## src/ict_pkg.sv

```systemverilog
// package for the instruction cycle timing sequencer: opcode classes, modes, request bundle
// assumes a decoder outside hands one request per instruction
package ict_pkg;
  typedef enum logic [4:0] {
    ICT_SHIFT_REG, ICT_SHIFT_MEM, ICT_SHIFT_LOOP, ICT_BIT_DYN_MEM, ICT_BIT_STAT_MEM,
    ICT_BIT_DYN_REG, ICT_BIT_STAT_REG, ICT_CBRANCH, ICT_ABRANCH, ICT_SBRANCH, ICT_DBL,
    ICT_JUMP, ICT_JSUB, ICT_LEAD, ICT_PUSHA, ICT_MMOVE_IN, ICT_MMOVE_OUT, ICT_SMOVE_IN,
    ICT_SMOVE_OUT
  } ict_class_e;
  // nineteen classes need five bits; codes above them fall to the default cost
  typedef enum logic [2:0] {
    ICT_AM_IND, ICT_AM_POSTINC, ICT_AM_PREDEC, ICT_AM_DISP, ICT_AM_INDEX,
    ICT_AM_ABSW, ICT_AM_ABSL, ICT_AM_PCDISP
  } ict_mode_e;
  typedef struct packed {
    logic [4:0] opClass;   // ict_class_e code held as plain five bits
    ict_mode_e  mode;
    logic       longSize;
    logic [1:0] variant;   // bit op: 0 change/set,1 clear,2 test; loop:0 cont,1 true,2 expired
    logic       flag;      // branch taken / decrement branch condition true
    logic [5:0] count;     // shift count or register count
    logic [7:0] eaClocks;
    logic [3:0] eaReads;
    logic [3:0] eaWrites;
  } ict_req_s;
  typedef struct packed {
    logic [9:0] clocks;
    logic [5:0] reads;
    logic [5:0] writes;
  } ict_cost_s;
  localparam logic [9:0] ICT_SHIFT_BASE_W = 10'h006;
  localparam logic [9:0] ICT_SHIFT_BASE_L = 10'h008;
  localparam logic [9:0] ICT_MIN_CLOCKS   = 10'h002;
  localparam logic [9:0] ICT_RESET_CLOCKS = 10'h000;
endpackage

```

## src/ict_cost_table.sv

```systemverilog
// cost lookup: turns one request into clocks, reads and writes
// assumes the request fields are stable while looked up
`timescale 1ns/100ps
module ict_cost_table (
  input  ict_pkg::ict_req_s  req,
  output ict_pkg::ict_cost_s cost
);
  function automatic logic [21:0] mk(input int c, input int r, input int w);
    mk = {c[9:0], r[5:0], w[5:0]};
  endfunction
  wire logic [9:0] n2 = {3'h0, req.count, 1'b0};
  wire logic [9:0] n4 = {2'h0, req.count, 2'h0};
  wire logic [9:0] n8 = {1'h0, req.count, 3'h0};
  wire logic [5:0] nn = req.count;
  wire logic       ind = (req.mode == ict_pkg::ICT_AM_IND);
  wire logic       pre = (req.mode == ict_pkg::ICT_AM_PREDEC);
  wire logic       absl = (req.mode == ict_pkg::ICT_AM_ABSL);
  wire logic       idx = (req.mode == ict_pkg::ICT_AM_INDEX);
  // extra cost of the richer modes for lea/pea, added twice: 0,2,4 clocks
  wire logic [9:0] modeAdd = ind ? 10'h000 : (idx || absl) ? 10'h004 : 10'h002;
  // jump and jsub: indexed costs more than absolute long, unlike lea and pea
  wire logic [9:0] jmpAdd = ind ? 10'h000 : idx ? 10'h006 : absl ? 10'h004 : 10'h002;
  // long move in from address_reg indirect starts at 24 clocks, not 12
  wire logic [9:0] lngInd = ind ? 10'h00c : 10'h000;
  wire logic [5:0] absRd = absl ? 6'h01 : 6'h00;
  wire logic [5:0] extRd = (ind || pre || req.mode == ict_pkg::ICT_AM_POSTINC) ? 6'h00 : 6'h01;
  wire logic [9:0] extClk = (ind || pre || req.mode == ict_pkg::ICT_AM_POSTINC) ? 10'h000 :
    (idx ? 10'h006 : absl ? 10'h008 : 10'h004);
  logic [21:0] b;
  always_comb begin
    b = mk(4, 1, 0);
    case (req.opClass)
      5'h00: b = {(req.longSize ? ict_pkg::ICT_SHIFT_BASE_L : ict_pkg::ICT_SHIFT_BASE_W) + n2,
                  6'h01, 6'h00};
      5'h01: b = mk(8, 1, 1);
      5'h02: begin
        if (req.variant == 2'h0) b = pre ? mk(20, 1, 1) : mk(18, 1, 1);
        else if (req.variant == 2'h1) b = pre ? mk(26, 3, 1) : mk(24, 3, 1);
        else b = pre ? mk(24, 3, 1) : mk(22, 3, 1);
      end
      5'h03: b = (req.variant == 2'h0) ? mk(8, 1, 1) : (req.variant == 2'h1) ? mk(10, 1, 1)
                 : mk(4, 1, 0);
      5'h04: b = (req.variant == 2'h0) ? mk(12, 2, 1) : (req.variant == 2'h1) ? mk(14, 2, 1)
                 : mk(8, 2, 0);
      5'h05: b = (req.variant == 2'h0) ? mk(8, 1, 0) : (req.variant == 2'h1) ? mk(10, 1, 0)
                 : mk(6, 1, 0);
      5'h06: b = (req.variant == 2'h0) ? mk(12, 2, 0) : (req.variant == 2'h1) ? mk(14, 2, 0)
                 : mk(10, 2, 0);
      5'h07: b = (req.flag || req.variant[0]) ? mk(10, 2, 0) : mk(6, 1, 0);
      5'h08: b = mk(10, 2, 0);
      5'h09: b = mk(18, 2, 2);
      5'h0a: b = (req.flag || req.variant == 2'h0) ? mk(10, 2, 0) : mk(16, 3, 0);
      5'h0b: b = {10'h008 + jmpAdd, 6'h02 + absRd + (idx ? 6'h01 : 6'h00),
                  6'h00};
      5'h0c: b = {10'h010 + jmpAdd, 6'h02 + absRd, 6'h02};
      5'h0d: b = {10'h004 + modeAdd + modeAdd, (ind ? 6'h01 : 6'h02) + absRd, 6'h00};
      5'h0e: b = {10'h00c + modeAdd + modeAdd, (ind ? 6'h01 : 6'h02) + absRd, 6'h02};
      5'h0f: b = {(req.longSize ? 10'h00c + n8 + lngInd : 10'h00c + n4) + extClk,
                  6'h03 + extRd + absRd + (req.longSize ? {nn[4:0], 1'b0} : nn),
                  6'h00};
      5'h10: b = {(req.longSize ? 10'h008 + n8 : 10'h008 + n4) + extClk,
                  6'h02 + extRd + absRd, req.longSize ? {nn[4:0], 1'b0} : nn};
      5'h11: b = {(req.longSize ? 10'h016 : 10'h012) + (absl ? 10'h006 : 10'h000),
                  (req.longSize ? 6'h04 : 6'h03) + (absl ? 6'h02 : 6'h00), 6'h00};
      5'h12: b = {(req.longSize ? 10'h016 : 10'h012) + (absl ? 10'h006 : 10'h000),
                  absl ? 6'h04 : 6'h02, req.longSize ? 6'h02 : 6'h01};
      default: b = mk(4, 1, 0);
    endcase
  end
  // effective address cost only joins entries marked plus
  wire logic eaAdd = (req.opClass == 5'h01) || (req.opClass == 5'h03) || (req.opClass == 5'h04);
  // one driver for the whole packed output
  assign cost = {b[21:12] + (eaAdd ? {2'h0, req.eaClocks} : 10'h000),
                 b[11:6] + (eaAdd ? {2'h0, req.eaReads} : 6'h00),
                 b[5:0] + (eaAdd ? {2'h0, req.eaWrites} : 6'h00)};
endmodule

```

## src/ict_sequencer.sv

```systemverilog
// instruction cycle sequencer: counts an instruction's clocks and paces its bus cycles
// assumes one request at a time, taken only while ready is high
`timescale 1ns/100ps
module ict_sequencer (
  input  wire logic             clk,
  input  wire logic             rst,
  input  wire logic             start,
  input  ict_pkg::ict_req_s     req,
  output logic                  ready,
  output logic                  busRead,
  output logic                  busWrite,
  output logic                  done,
  output ict_pkg::ict_cost_s    costOut
);
  typedef enum logic [1:0] {ICT_IDLE, ICT_RUN} ict_state_e;
  ict_pkg::ict_cost_s cost;
  ict_state_e         state_q;
  logic [9:0]         clk_q;
  logic [5:0]         rd_q;
  logic [5:0]         wr_q;
  logic               ready_q, busRead_q, busWrite_q, done_q;
  ict_pkg::ict_cost_s cost_q;

  ict_cost_table uTable (
    .req  (req),
    .cost (cost)
  );

  wire logic take   = start && (state_q == ICT_IDLE);
  // reads go first, then writes, one bus cycle per clock until exhausted
  wire logic doRead  = (state_q == ICT_RUN) && (rd_q != 6'h00);
  wire logic doWrite = (state_q == ICT_RUN) && (rd_q == 6'h00) && (wr_q != 6'h00);
  wire logic last    = (state_q == ICT_RUN) && (clk_q == 10'h001);
  // a cost below the bus-cycle count would clip cycles; clock totals exceed them whenever eaClocks covers eaReads plus eaWrites
  wire logic [9:0] startClk = (cost.clocks < ict_pkg::ICT_MIN_CLOCKS) ?
                              ict_pkg::ICT_MIN_CLOCKS : cost.clocks;

  always_ff @(posedge clk or posedge rst) begin
    if (rst) begin
      state_q <= ICT_IDLE;
      clk_q   <= ict_pkg::ICT_RESET_CLOCKS;
      rd_q    <= 6'h00;
      wr_q    <= 6'h00;
    end else if (take) begin
      state_q <= ICT_RUN;
      clk_q   <= startClk;
      rd_q    <= cost.reads;
      wr_q    <= cost.writes;
    end else begin
      case (state_q)
        ICT_RUN: begin
          clk_q <= clk_q - 10'h001;
          if (doRead) rd_q <= rd_q - 6'h01;
          if (doWrite) wr_q <= wr_q - 6'h01;
          if (last) state_q <= ICT_IDLE;
        end
        default: state_q <= ICT_IDLE;
      endcase
    end
  end

  always_ff @(posedge clk or posedge rst) begin
    if (rst) begin
      ready_q    <= 1'b0;
      busRead_q  <= 1'b0;
      busWrite_q <= 1'b0;
      done_q     <= 1'b0;
      cost_q     <= '0;
    end else begin
      ready_q    <= (state_q == ICT_IDLE && !take) || last;
      busRead_q  <= doRead;
      busWrite_q <= doWrite;
      done_q     <= last;
      if (take) cost_q <= cost;
    end
  end

  assign ready    = ready_q;
  assign busRead  = busRead_q;
  assign busWrite = busWrite_q;
  assign done     = done_q;
  assign costOut  = cost_q;

  logic [5:0] seenRd, seenWr;
  always_ff @(posedge clk or posedge rst) begin
    if (rst) begin
      seenRd <= 6'h00;
      seenWr <= 6'h00;
    end else if (take) begin
      seenRd <= 6'h00;
      seenWr <= 6'h00;
    end else begin
      seenRd <= seenRd + {5'h00, busRead_q};
      seenWr <= seenWr + {5'h00, busWrite_q};
    end
  end

  // cycles since the taking edge, held against the tabulated total at done
  logic [9:0] elapsed_q;
  always_ff @(posedge clk or posedge rst) begin
    if (rst) begin
      elapsed_q <= 10'h000;
    end else if (take) begin
      elapsed_q <= 10'h000;
    end else begin
      elapsed_q <= elapsed_q + 10'h001;
    end
  end

  reads_exact_a: assert property (@(posedge clk) disable iff (rst)
    done |-> (seenRd + {5'h00, busRead_q}) == cost_q.reads) else $error("read count wrong");
  writes_exact_a: assert property (@(posedge clk) disable iff (rst)
    done |-> (seenWr + {5'h00, busWrite_q}) == cost_q.writes) else $error("write count wrong");
  clock_total_a: assert property (@(posedge clk) disable iff (rst)
    done |-> elapsed_q == cost_q.clocks) else $error("clock total wrong");
  no_overlap_a: assert property (@(posedge clk) disable iff (rst)
    !(busRead && busWrite)) else $error("read and write together");
  shift_cost_a: assert property (@(posedge clk) disable iff (rst)
    take && req.opClass == 5'h00 && !req.longSize |=> cost_q.clocks ==
    10'h006 + {3'h0, $past(req.count), 1'b0}) else $error("shift cost wrong");
  shift_long_a: assert property (@(posedge clk) disable iff (rst)
    take && req.opClass == 5'h00 && req.longSize |=> cost_q ==
    {10'h008 + {3'h0, $past(req.count), 1'b0}, 6'h01, 6'h00}) else $error("long shift cost wrong");
  mem_shift_a: assert property (@(posedge clk) disable iff (rst)
    take && req.opClass == 5'h01 |=> cost_q == {10'h008 + {2'h0, $past(req.eaClocks)},
    6'h01 + {2'h0, $past(req.eaReads)}, 6'h01 + {2'h0, $past(req.eaWrites)}})
    else $error("memory shift cost wrong");
  loop_cont_a: assert property (@(posedge clk) disable iff (rst)
    take && req.opClass == 5'h02 && req.variant == 2'h0 && req.mode == ict_pkg::ICT_AM_PREDEC
    |=> cost_q == {10'h014, 6'h01, 6'h01}) else $error("loop continue cost wrong");
  loop_true_a: assert property (@(posedge clk) disable iff (rst)
    take && req.opClass == 5'h02 && req.variant == 2'h1 && req.mode == ict_pkg::ICT_AM_POSTINC
    |=> cost_q == {10'h018, 6'h03, 6'h01}) else $error("loop end cost wrong");
  loop_expire_a: assert property (@(posedge clk) disable iff (rst)
    take && req.opClass == 5'h02 && req.variant == 2'h2 && req.mode == ict_pkg::ICT_AM_IND
    |=> cost_q == {10'h016, 6'h03, 6'h01}) else $error("loop expiry cost wrong");
  bit_test_a: assert property (@(posedge clk) disable iff (rst)
    take && req.opClass == 5'h03 && req.variant == 2'h2 |=> cost_q ==
    {10'h004 + {2'h0, $past(req.eaClocks)}, 6'h01 + {2'h0, $past(req.eaReads)},
    {2'h0, $past(req.eaWrites)}}) else $error("dynamic bit test cost wrong");
  stat_mem_a: assert property (@(posedge clk) disable iff (rst)
    take && req.opClass == 5'h04 && req.variant == 2'h0 |=> cost_q ==
    {10'h00c + {2'h0, $past(req.eaClocks)}, 6'h02 + {2'h0, $past(req.eaReads)},
    6'h01 + {2'h0, $past(req.eaWrites)}}) else $error("static bit cost wrong");
  dyn_reg_a: assert property (@(posedge clk) disable iff (rst)
    take && req.opClass == 5'h05 && req.variant == 2'h1 |=> cost_q == {10'h00a, 6'h01, 6'h00})
    else $error("register bit clear cost wrong");
  stat_reg_a: assert property (@(posedge clk) disable iff (rst)
    take && req.opClass == 5'h06 && req.variant == 2'h2 |=> cost_q == {10'h00a, 6'h02, 6'h00})
    else $error("register bit test cost wrong");
  short_branch_a: assert property (@(posedge clk) disable iff (rst)
    take && req.opClass == 5'h07 && !req.flag && !req.variant[0] |=> ##6 done)
    else $error("short branch timing wrong");
  always_branch_a: assert property (@(posedge clk) disable iff (rst)
    take && req.opClass == 5'h08 |=> cost_q == {10'h00a, 6'h02, 6'h00})
    else $error("always branch cost wrong");
  sub_branch_a: assert property (@(posedge clk) disable iff (rst)
    take && req.opClass == 5'h09 |=> cost_q == {10'h012, 6'h02, 6'h02})
    else $error("branch to sub cost wrong");
  dbl_expire_a: assert property (@(posedge clk) disable iff (rst)
    take && req.opClass == 5'h0a && !req.flag && req.variant != 2'h0 |=>
    cost_q == {10'h010, 6'h03, 6'h00}) else $error("decrement branch cost wrong");
  jump_index_a: assert property (@(posedge clk) disable iff (rst)
    take && req.opClass == 5'h0b && req.mode == ict_pkg::ICT_AM_INDEX |=>
    cost_q == {10'h00e, 6'h03, 6'h00}) else $error("jump cost wrong");
  jsub_long_a: assert property (@(posedge clk) disable iff (rst)
    take && req.opClass == 5'h0c && req.mode == ict_pkg::ICT_AM_ABSL |=>
    cost_q == {10'h014, 6'h03, 6'h02}) else $error("jump to sub cost wrong");
  lea_ind_a: assert property (@(posedge clk) disable iff (rst)
    take && req.opClass == 5'h0d && req.mode == ict_pkg::ICT_AM_IND |=>
    cost_q == {10'h004, 6'h01, 6'h00}) else $error("load address cost wrong");
  pea_disp_a: assert property (@(posedge clk) disable iff (rst)
    take && req.opClass == 5'h0e && req.mode == ict_pkg::ICT_AM_DISP |=>
    cost_q == {10'h010, 6'h02, 6'h02}) else $error("push address cost wrong");
  mmove_in_a: assert property (@(posedge clk) disable iff (rst)
    take && req.opClass == 5'h0f && req.longSize && req.mode == ict_pkg::ICT_AM_IND |=>
    cost_q.clocks == 10'h018 + {1'h0, $past(req.count), 3'h0}) else $error("move in cost wrong");
  mmove_out_a: assert property (@(posedge clk) disable iff (rst)
    take && req.opClass == 5'h10 && !req.longSize && req.mode == ict_pkg::ICT_AM_PREDEC |=>
    cost_q == {10'h008 + {2'h0, $past(req.count), 2'h0}, 6'h02, $past(req.count)})
    else $error("move out cost wrong");
  smove_in_a: assert property (@(posedge clk) disable iff (rst)
    take && req.opClass == 5'h11 && req.longSize && req.mode == ict_pkg::ICT_AM_ABSL |=>
    cost_q == {10'h01c, 6'h06, 6'h00}) else $error("space move in cost wrong");
  smove_out_a: assert property (@(posedge clk) disable iff (rst)
    take && req.opClass == 5'h12 && req.longSize && req.mode == ict_pkg::ICT_AM_IND |=>
    cost_q == {10'h016, 6'h02, 6'h02}) else $error("space move out cost wrong");

  shift_run_c: cover property (@(posedge clk) take && req.opClass == 5'h00 ##[1:200] done);
  write_run_c: cover property (@(posedge clk) busRead ##1 busWrite);
  back_back_c: cover property (@(posedge clk) done ##1 take);
  mmove_run_c: cover property (@(posedge clk) take && req.opClass == 5'h0f ##[1:300] done);
endmodule

```

## config.mk

```make
export PLATFORM = sky130hd
export DESIGN_NAME = ict_sequencer
export DESIGN_NICKNAME = d
export VERILOG_FILES = /design/src/ict_pkg.sv /design/src/ict_cost_table.sv /design/src/ict_sequencer.sv
export SDC_FILE = /design/constraint.sdc
export NUM_CORES = 1
export LEC_CHECK = 0
export ABC_CLOCK_PERIOD_IN_PS = 2500
export BUFFER_PORTS_ARGS = -buffer_cell sky130_fd_sc_hd__buf_2
export CAP_MARGIN = 20
export CELL_PAD_IN_SITES_DETAIL_PLACEMENT = 1
export CELL_PAD_IN_SITES_GLOBAL_PLACEMENT = 1
export CORE_ASPECT_RATIO = 1.1
export CORE_MARGIN = 2
export CORE_UTILIZATION = 40
export DETAILED_ROUTE_END_ITERATION = 8
export PLACE_DENSITY_LB_ADDON = 0.2
export SKIP_CTS_REPAIR_TIMING = 1
export SLEW_MARGIN = 40
export SYNTH_ARGS = -nofsm -noshare
export SYNTH_HDL_FRONTEND = slang
export SYNTH_SLANG_ARGS = --single-unit
```

## constraint.sdc

```tcl
create_clock -name clk -period 2.5 [get_ports clk]
set_input_delay 0.375 -clock clk [delete_from_list [all_inputs] [get_ports clk]]
set_output_delay 0.375 -clock clk [all_outputs]
set_load 0.02 [all_outputs]
```

# == Yosys cells after proc, flatten, opt, wreduce, memory -nomap -nowiden ==
# Index checks and enable logic that the tools add are counted.
# op_classes
n_addsub,30
order_cmp,1
eq_ne,26
n_mux,54
n_reduce_logical,27
# op_table
cell,count
$pmux 22 s19,1
$mux 22,6
$mux 10,10
$add 10x10->10,7
$mux 16,4
$add 6x6->6,8
$mux 15,3
$mux 6,7
$eq 5x4->1 const B,8
$add 4x10->10 const A,2
$add 4x9->10 const A,2
$eq 5x3->1 const B,4
$mux 4,5
$add 2x6->6 const A,3
$add 4x8->9 const A,2
$mux 3,6
$mux 17,1
$eq 5x5->1 const B,3
$mux 14,1
$mux 2,6
$reduce_bool 6->1,2
$sub 6x1->6 const B,2
$add 10x7->10,1
$add 3x10->10 const A,1
other kinds (22),43
# totals
regBits,50
inputBits,37
output_inout_bits,26
wordCells,149

# == Longest topological paths before layout ==
# Gate-level depths: netlist (run 1).
# logic_depth
word_depth,12
mapped_depth,25
ltp_nobuf,23

# == By module ==
# From an unflattened synthesis (run 1), not the netlist that was laid out.
# hier_totals
cells_unflattened,698
area_unflattened_um2,5315.1
# modules_own_cells
mod,instances,cells_each,area_per_inst_um2,seq_area_each_um2
ict_cost_table,1,449,2986.6,0.0
ict_sequencer,1,249,2328.5,1226.2

# == Worst setup path before layout (run 1) ==
# OpenSTA, ideal clock, no wires.
# synth_path
kind,input to register
startpoint,in req[25] (netlist bit)
endpoint,reg clk_q[1]
setup_ns,0.129
t_arrival_ns,4.877
required_time_ns,2.371
path_slack_ns,-2.506
cell_stages,22
path_buffers,4
path_cell_list,buf_4 clkbuf_1 buf_1 buf_1 mux2i_1 nor2_1 a21oi_1 ha_1 inv_1 fa_1 nor2_1 or4_1 ha_1 a21oi_1 o21ai_0 o41ai_1 nand2b_1 nor4_1 a22o_1 or4_1 a21oi_2 o41a_1
# synth_between
elab_chain_cells,7
elab_cells_between_ends,13
classes_between,add/sub (5); order compare (1); mux (7)
# synth_rtl
item,line_no,source
"start, declared",ict_sequencer.sv:8,"input ict_pkg::ict_req_s req,"
$mux 10 (tied with other cells),ict_cost_table.sv:61,"5'h10: b = {(req.longSize ? 10'h008 + n8 : 10'h008 + n4) + extClk,"
$add 10x10->10 (tied with other cells),ict_cost_table.sv:61,
$pmux 22 s19 *,ict_cost_table.sv:32,case (req.opClass)
$add 10x10->10 *,ict_cost_table.sv:73,"assign cost = {b[21:12] + (eaAdd ? {2'h0, req.eaClocks} : 10'h000),"
$lt 10x2->1,ict_sequencer.sv:35,wire logic [9:0] startClk = (cost.clocks < ict_pkg::ICT_MIN_CLOCKS) ?
$mux 10 *,ict_sequencer.sv:35,
$mux 10 *,ict_sequencer.sv:44,end else if (take) begin
"end signal, assigned",ict_sequencer.sv:41,clk_q <= ict_pkg::ICT_RESET_CLOCKS;
"end signal, assigned",ict_sequencer.sv:46,clk_q <= startClk;
"end signal, assigned",ict_sequencer.sv:52,clk_q <= clk_q - 10'h001;
"end, declared",ict_sequencer.sv:18,logic [9:0] clk_q;
# Every way passes the cells marked *; elsewhere a longest branch is shown, timed or not.
# A chain may end at the register's enable or synchronous reset.

# == Final worst setup path (run 1) ==
# layout_path
startpoint,in req[17] (netlist bit)
endpoint,reg clk_q[1]
# layout_between
elab_chain_cells,9
elab_cells_between_ends,15
classes_between,add/sub (9); order compare (1); mux (5)
# layout_rtl
item,line_no,source
$add 4x9->10,ict_cost_table.sv:58,"5'h0f: b = {(req.longSize ? 10'h00c + n8 + lngInd : 10'h00c + n4) + extClk,"
$add 10x10->10,ict_cost_table.sv:58,
$mux 10,ict_cost_table.sv:58,
$add 10x10->10,ict_cost_table.sv:58,
$pmux 22 s19 *,ict_cost_table.sv:32,
$add 10x10->10 *,ict_cost_table.sv:73,
$lt 10x2->1 *,ict_sequencer.sv:35,
$mux 10 *,ict_sequencer.sv:35,
$mux 10 *,ict_sequencer.sv:44,
# Marked as above.

==> flow_metrics.tcl, run 1 <==
set metrics [dict create \
    drv_slew 0 \
    htree_levels 2 \
    grt_pass1_vias 6177 \
    area_growth_pct 55.2 \
    die_area_mm2 0.0137 \
    worst_slew_pin_slew_ns 0.551 \
    gp_congestion 0.902 \
    synth.avg_cell_area_um2 7.63 \
    synth_ff_type "dfrtp_1" \
    synthArstFlopShare 1.00 \
    r2r_slack_ns 0.15 \
    route.detailed.drc 0 \
    core_mm2 0.0125 \
    rsz0062_at_grt "true" \
    portBuffers 62 \
    grt_overflow_total 0 \
    ioPinCount 63 \
    num_vias 6218 \
    hold_depth 3 \
    antenna_found_initial 0 \
    nNetsFinal 972 \
    skew_ns 0.00750 \
    synth_area_mm2 0.00511 \
    reg2reg_to "wr_q[5]" \
    cts_made_buffers 5 \
    crit_arrival_ns 4.64 \
    status "finished, violations left" \
    dp_slack_ns -2.14 \
    r2r-start "rd_q[0]" \
    hold_start "req[8]" \
    synth.net_count 755 \
    rows 43 \
    die_w_um 112 \
    yosys_warnings 0 \
    cts.sinks 49 \
    min_path_type "in -> reg" \
    synth_cell_types 73 \
    hold_viol_final 0 \
    fin_setup_tns_ns -27.67 \
    synth_seq_cells 49 \
    clockBufferDepth 2 \
    min_to "costOut[12]" \
    cp-start-kind "primary input" \
    path_clk_slew_ns 0.07 \
    p_leak_uw 0.00378 \
    drive_gt1_frac 0.422 \
    cp_max_fo 3 \
    setup_slack_ns -1.96 \
    timing.fmax_ghz 0.224 \
    final_util 0.633 \
    grt_max_degree 26 \
    ant_nets 0 \
    power.density_mw_per_mm2 515 \
    place_area_mm2 0.00679 \
    setup_viol 37 \
    drt_pre_antenna_iters 5 \
    violations "negative setup slack" \
    slew_headroom 0.623 \
    grt_pass1_wl_um 30300 \
    yosysSeqAreaShare 0.240 \
    cts-root-buf "clkbuf_16" \
    synthCells 670 \
    irDropWorstVdd_uv 758 \
    wl_per_cell_um 22.3 \
    die_h_um 123 \
    criticalPathCategory "in -> reg" \
    cts_tree "built" \
    drt_iter0_drc 432 \
    vias_per_cell 5.95 \
    insertion_delay_ns 0.30 \
    synth-edff-count 0 \
    antenna_cells 0 \
    min_period_ns 4.46 \
    track_usage 0.273 \
    dp_hpwl_um 15100 \
    drv_cap 0 \
    cp.required_ns 2.68 \
    n_fill_cell 1487 \
    stdcell_area_mm2 0.00794 \
    min_period_over_period 1.79 \
    wirelength_um 23300 \
    reg2reg_depth 9 \
    cp-end-kind "register" \
    initial_core_util 0.408 \
]
## cells in the mapped netlist, types with 4 or more instances
cell	number	area, µm²
a2111oi_0	4	35.0
a211oi_1	9	67.6
a21o_1	12	90.1
a21oi_1	38	190
a221oi_1	4	35.0
a31oi_1	6	37.5
and2_1	15	93.8
and3_1	6	37.5
buf_1	7	26.3
buf_2	4	20.0
clkbuf_1	24	90.1
dfrtp_1	49	1230
fa_1	7	140
ha_1	41	513
inv_1	36	135
mux2i_1	8	80.1
nand2_1	98	368
nand2b_1	10	62.6
nand3_1	18	90.1
nand3b_1	4	30.0
nor2_1	60	225
nor2b_1	9	56.3
nor3_1	15	75.1
nor4_1	7	43.8
o211ai_1	5	37.5
o21a_1	6	45.0
o21ai_0	52	260
o221ai_1	4	35.0
o22ai_1	6	37.5
or3_1	4	25.0
xnor2_1	22	193
xor2_1	16	140
## cells by family after synthesis
| logic type | count (synthesis) | synth area share |
|---|---|---|
| buffers and inverters | 73 | 0.0553 |
| AND/OR/NAND/NOR | 267 | 0.250 |
| multiplexers | 11 | 0.0223 |
| adder cells (fa/ha/maj) | 48 | 0.128 |
| AO/OA/AOI/OAI | 184 | 0.239 |
| XOR/XNOR | 38 | 0.0651 |
| flip-flops | 49 | 0.240 |
## cell type report
cell class	instances	area, µm²	share of cell area
clock buffers	7	143	0.0180
clock inverters	1	30.0	0.00378
inverters	37	156	0.0197
multi-input cells	548	4270	0.538
flip-flops and latches	49	1230	0.155
well taps	157	196	0.0248
repair buffers	246	1920	0.242
## worst max-delay path, stage by stage
cell	delay (ns)
buf_2	0.09
inv_1	0.08
buf_4	0.17
ha_1	0.29
or2_2	0.28
a211oi_2	0.41
nor3_1	0.16
a211o_1	0.34
xnor2_1	0.23
o22ai_1	0.12
ha_1	0.22
buf_4	0.16
o41ai_4	0.33
nand2b_1	0.19
nor4_2	0.33
a22o_1	0.21
or4_4	0.15
a21oi_4	0.07
o41a_1	0.44
## flip-flops by register name (all words and copies together) (netlist names)
name / count
busRead: 1
busWrite: 1
clk_q: 10
costOut: 22
done: 1
rd_q: 6
ready: 1
state_q: 1
wr_q: 6
## worst max path at each step
stage	startpoint	endpoint	cells after the start
after floorplan	req[31]	clk_q[1]	20
after global placement	req[31]	clk_q[1]	20
after detailed placement	req[31]	clk_q[1]	20
after CTS	req[31]	clk_q[1]	20
after global routing	req[33]	clk_q[1]	24
final	req[17]	clk_q[1]	19
## cell usage in the layout (no fill, tap or decap), types with 9 or more instances in the layout
cell type  synthesis  routed
xnor2_1           22      13
buf_4              1     154
o21ai_1            0      16
and2_1            15      14
nor3_1            15      13
inv_1             36      26
a21oi_2            1       9
o21ai_0           52      27
buf_2              4      56
nor2_1            60      53
dfrtp_1           49      49
nand3_1           18      15
buf_6              0      25
nand2_2            1      14
a21oi_1           38      26
xor2_1            16      15
ha_4               0       9
nand2_1           98      83
nand2b_1          10      10
a21o_1            12      12
ha_1              41      30
## power breakdown
group	switching (µW)	internal (µW)
logic	1100	866
clock network	308	501
registers	266	1050
## per-layer routing
| layer | GRT usage | vias to the layer above | share of wire |
|---|---|---|---|
| met5 | 0 | - | 0 |
| met4 | 0.111 | 0 | 0.060 |
| met3 | 0.0217 | 103 | 0.039 |
| met2 | 0.526 | 231 | 0.53 |
| met1 | 0.313 | 3075 | 0.37 |
| li1 | - | 2809 | - |
## through the flow
stage          cells  hold WS (ns)  power [µW]
4_1_cts         1021       -0.0884        3750
3_5_place_dp    1013         0.226        2920
3_3_place_gp    1013         0.222        2790
2_1_floorplan    670         0.488        2270
5_1_grt         1045         0.378        4300
6_report        1045         0.378        4090
No activity file was read; power rests on OpenSTA's default activity.
==> run 2, diff against run 1 <==
Settings changed: CORE_MARGIN 2 to not set.
==> run 2 against run 1 <==
Critical endpoint unchanged. Flip-flop and latch count unchanged. Critical path type unchanged. Final area down 4.2%. Routed wire length down 11%. Sequential share of layout area up 0.68 points. Hold slack worse by 0.25 ns. The run still ends with negative setup slack left. Global-route usage up 1.9 points. Clock skew up 0.0011 ns. Power down 6.8%. Non-clock buffer count down 1. Fmax up 6.1%. Core utilization down 1.2 points. First-iteration DRC count down 37%.
==> flow_metrics.tcl, run 2 (synthesized netlist as in run 1, its figures left out) <==
set metrics [dict create \
    status "finished, violations left" \
    violations "negative setup slack" \
    reg2reg_to "wr_q[5]" \
    rows 42 \
    antenna_cells 0 \
    reg2reg_depth 9 \
    grt_max_degree 29 \
    min_period_over_period 1.68 \
    clockBufferDepth 2 \
    vias_per_cell 5.78 \
    ioPinCount 63 \
    antenna_found_initial 0 \
    dp_slack_ns -2.02 \
    final_util 0.621 \
    p_leak_uw 0.00367 \
    cp.required_ns 2.73 \
    route.detailed.drc 0 \
    ant_nets 0 \
    r2r-start "rd_q[0]" \
    wl_per_cell_um 20.0 \
    crit_arrival_ns 4.44 \
    cts.sinks 49 \
    nNetsFinal 971 \
    power.density_mw_per_mm2 502 \
    cp-end-kind "register" \
    grt_overflow_total 0 \
    place_area_mm2 0.00684 \
    cts_made_buffers 5 \
    htree_levels 2 \
    drive_gt1_frac 0.391 \
    holdWs_ns 0.130 \
    setup_viol 39 \
    wirelength_um 20800 \
    fin_setup_tns_ns -30.48 \
    drv_slew 0 \
    final_common_cell "buf_4" \
    busiest_layer "met2" \
    stdcell_area_mm2 0.00760 \
    timing.fmax_ghz 0.238 \
    grt_pass1_wl_um 30100 \
    layout_common_cells "buf_4 (165), nand2_1 (92), buf_2 (57)" \
    met1_usage 0.322 \
    criticalPathCategory "in -> reg" \
    worst_slew_pin_slew_ns 0.597 \
    use_met2 0.548 \
    cp-start-kind "primary input" \
    cts-root-buf "clkbuf_16" \
    cts_tree "built" \
    die_area_mm2 0.0132 \
    dp_hpwl_um 15500 \
    hold_viol_final 0 \
    gp_congestion 0.906 \
    core_mm2 0.0122 \
    drt_iter0_drc 273 \
    insertion_delay_ns 0.29 \
    skew_ns 0.00862 \
    r2r_slack_ns 0.39 \
    grt_pass1_vias 6207 \
    area_growth_pct 48.6 \
    path_clk_slew_ns 0.07 \
    min_period_ns 4.21 \
    met3_usage 0.0313 \
    irDropWorstVdd_uv 772 \
    die_h_um 121 \
    rsz0062_at_grt "true" \
    num_vias 6008 \
    portBuffers 62 \
    largest_reg_flops 22 \
    initial_core_util 0.418 \
    setup_slack_ns -1.71 \
    drv_cap 0 \
    track_usage 0.292 \
    slew_headroom 0.602 \
    min_path_type "in -> async" \
    drt_pre_antenna_iters 4 \
    die_w_um 110 \
    cp_max_fo 2 \
]
## run 2: cell count changes in the layout (fill, tap and decap cells not counted), sizes merged
cell | before | now
clkbuf | 9 | 6
buf | 243 | 245
clkinvlp | 0 | 1
dlygate4sd3 | 1 | 0
bufinv | 1 | 0
## run 2: worst max-delay path by stage
stage	cells after the start	slack, ns	from	to
final	20	-1.71	req[32]	clk_q[1]
after global routing	22	-1.85	req[28]	clk_q[1]
after CTS	20	-1.72	req[31]	clk_q[1]
after detailed placement	20	-2.02	req[31]	clk_q[1]
after global placement	20	-1.85	req[31]	clk_q[1]
after floorplan	20	-1.79	req[31]	clk_q[1]
## run 2: routing by layer
| metal | vias to the layer above | wire (µm) |
|---|---|---|
| met4 | 0 | 838 |
| li1 | 2808 | - |
| met2 | 151 | 11300 |
| met5 | - | 0 |
| met1 | 2991 | 7990 |
| met3 | 58 | 618 |
## run 2: power by group
group | total, µW | switching [µW] | leakage [µW] | internal, µW
registers | 1290 | 243 | 0.000619 | 1050
logic | 1840 | 1010 | 0.00298 | 827
clock network | 682 | 289 | 0.0000690 | 393
total | 3810 | 1540 | 0.00367 | 2270
## run 2: worst max-delay path, stage by stage
cell	delay (ns)
buf_2	0.11
or3b_4	0.41
nor2_4	0.13
buf_6	0.11
or3_4	0.12
o21ai_4	0.05
buf_4	0.14
fa_2	0.56
nor2_2	0.05
or4_4	0.44
ha_4	0.31
buf_6	0.11
a21oi_4	0.05
nor2_2	0.11
o21a_1	0.16
o21ai_1	0.11
a21o_1	0.22
or4_4	0.53
a21oi_4	0.18
o41a_1	0.17
## run 2: final cells by class
class,instances,area [µm²]
Clock buffer,6,139
Inverter,37,154
Fill cell,1492,4650
Multi-Input combinational cell,548,4080
Sequential cell,49,1230
Tap cell,154,193
Timing Repair Buffer,245,1800
Clock inverter,1,7.51
## run 2: per-stage QoR
step	power (µW)	std cells
after floorplan	2270	670
after global placement	2800	1015
after detailed placement	2940	1015
after CTS	3630	1022
after global routing	4070	1040
final	3810	1040
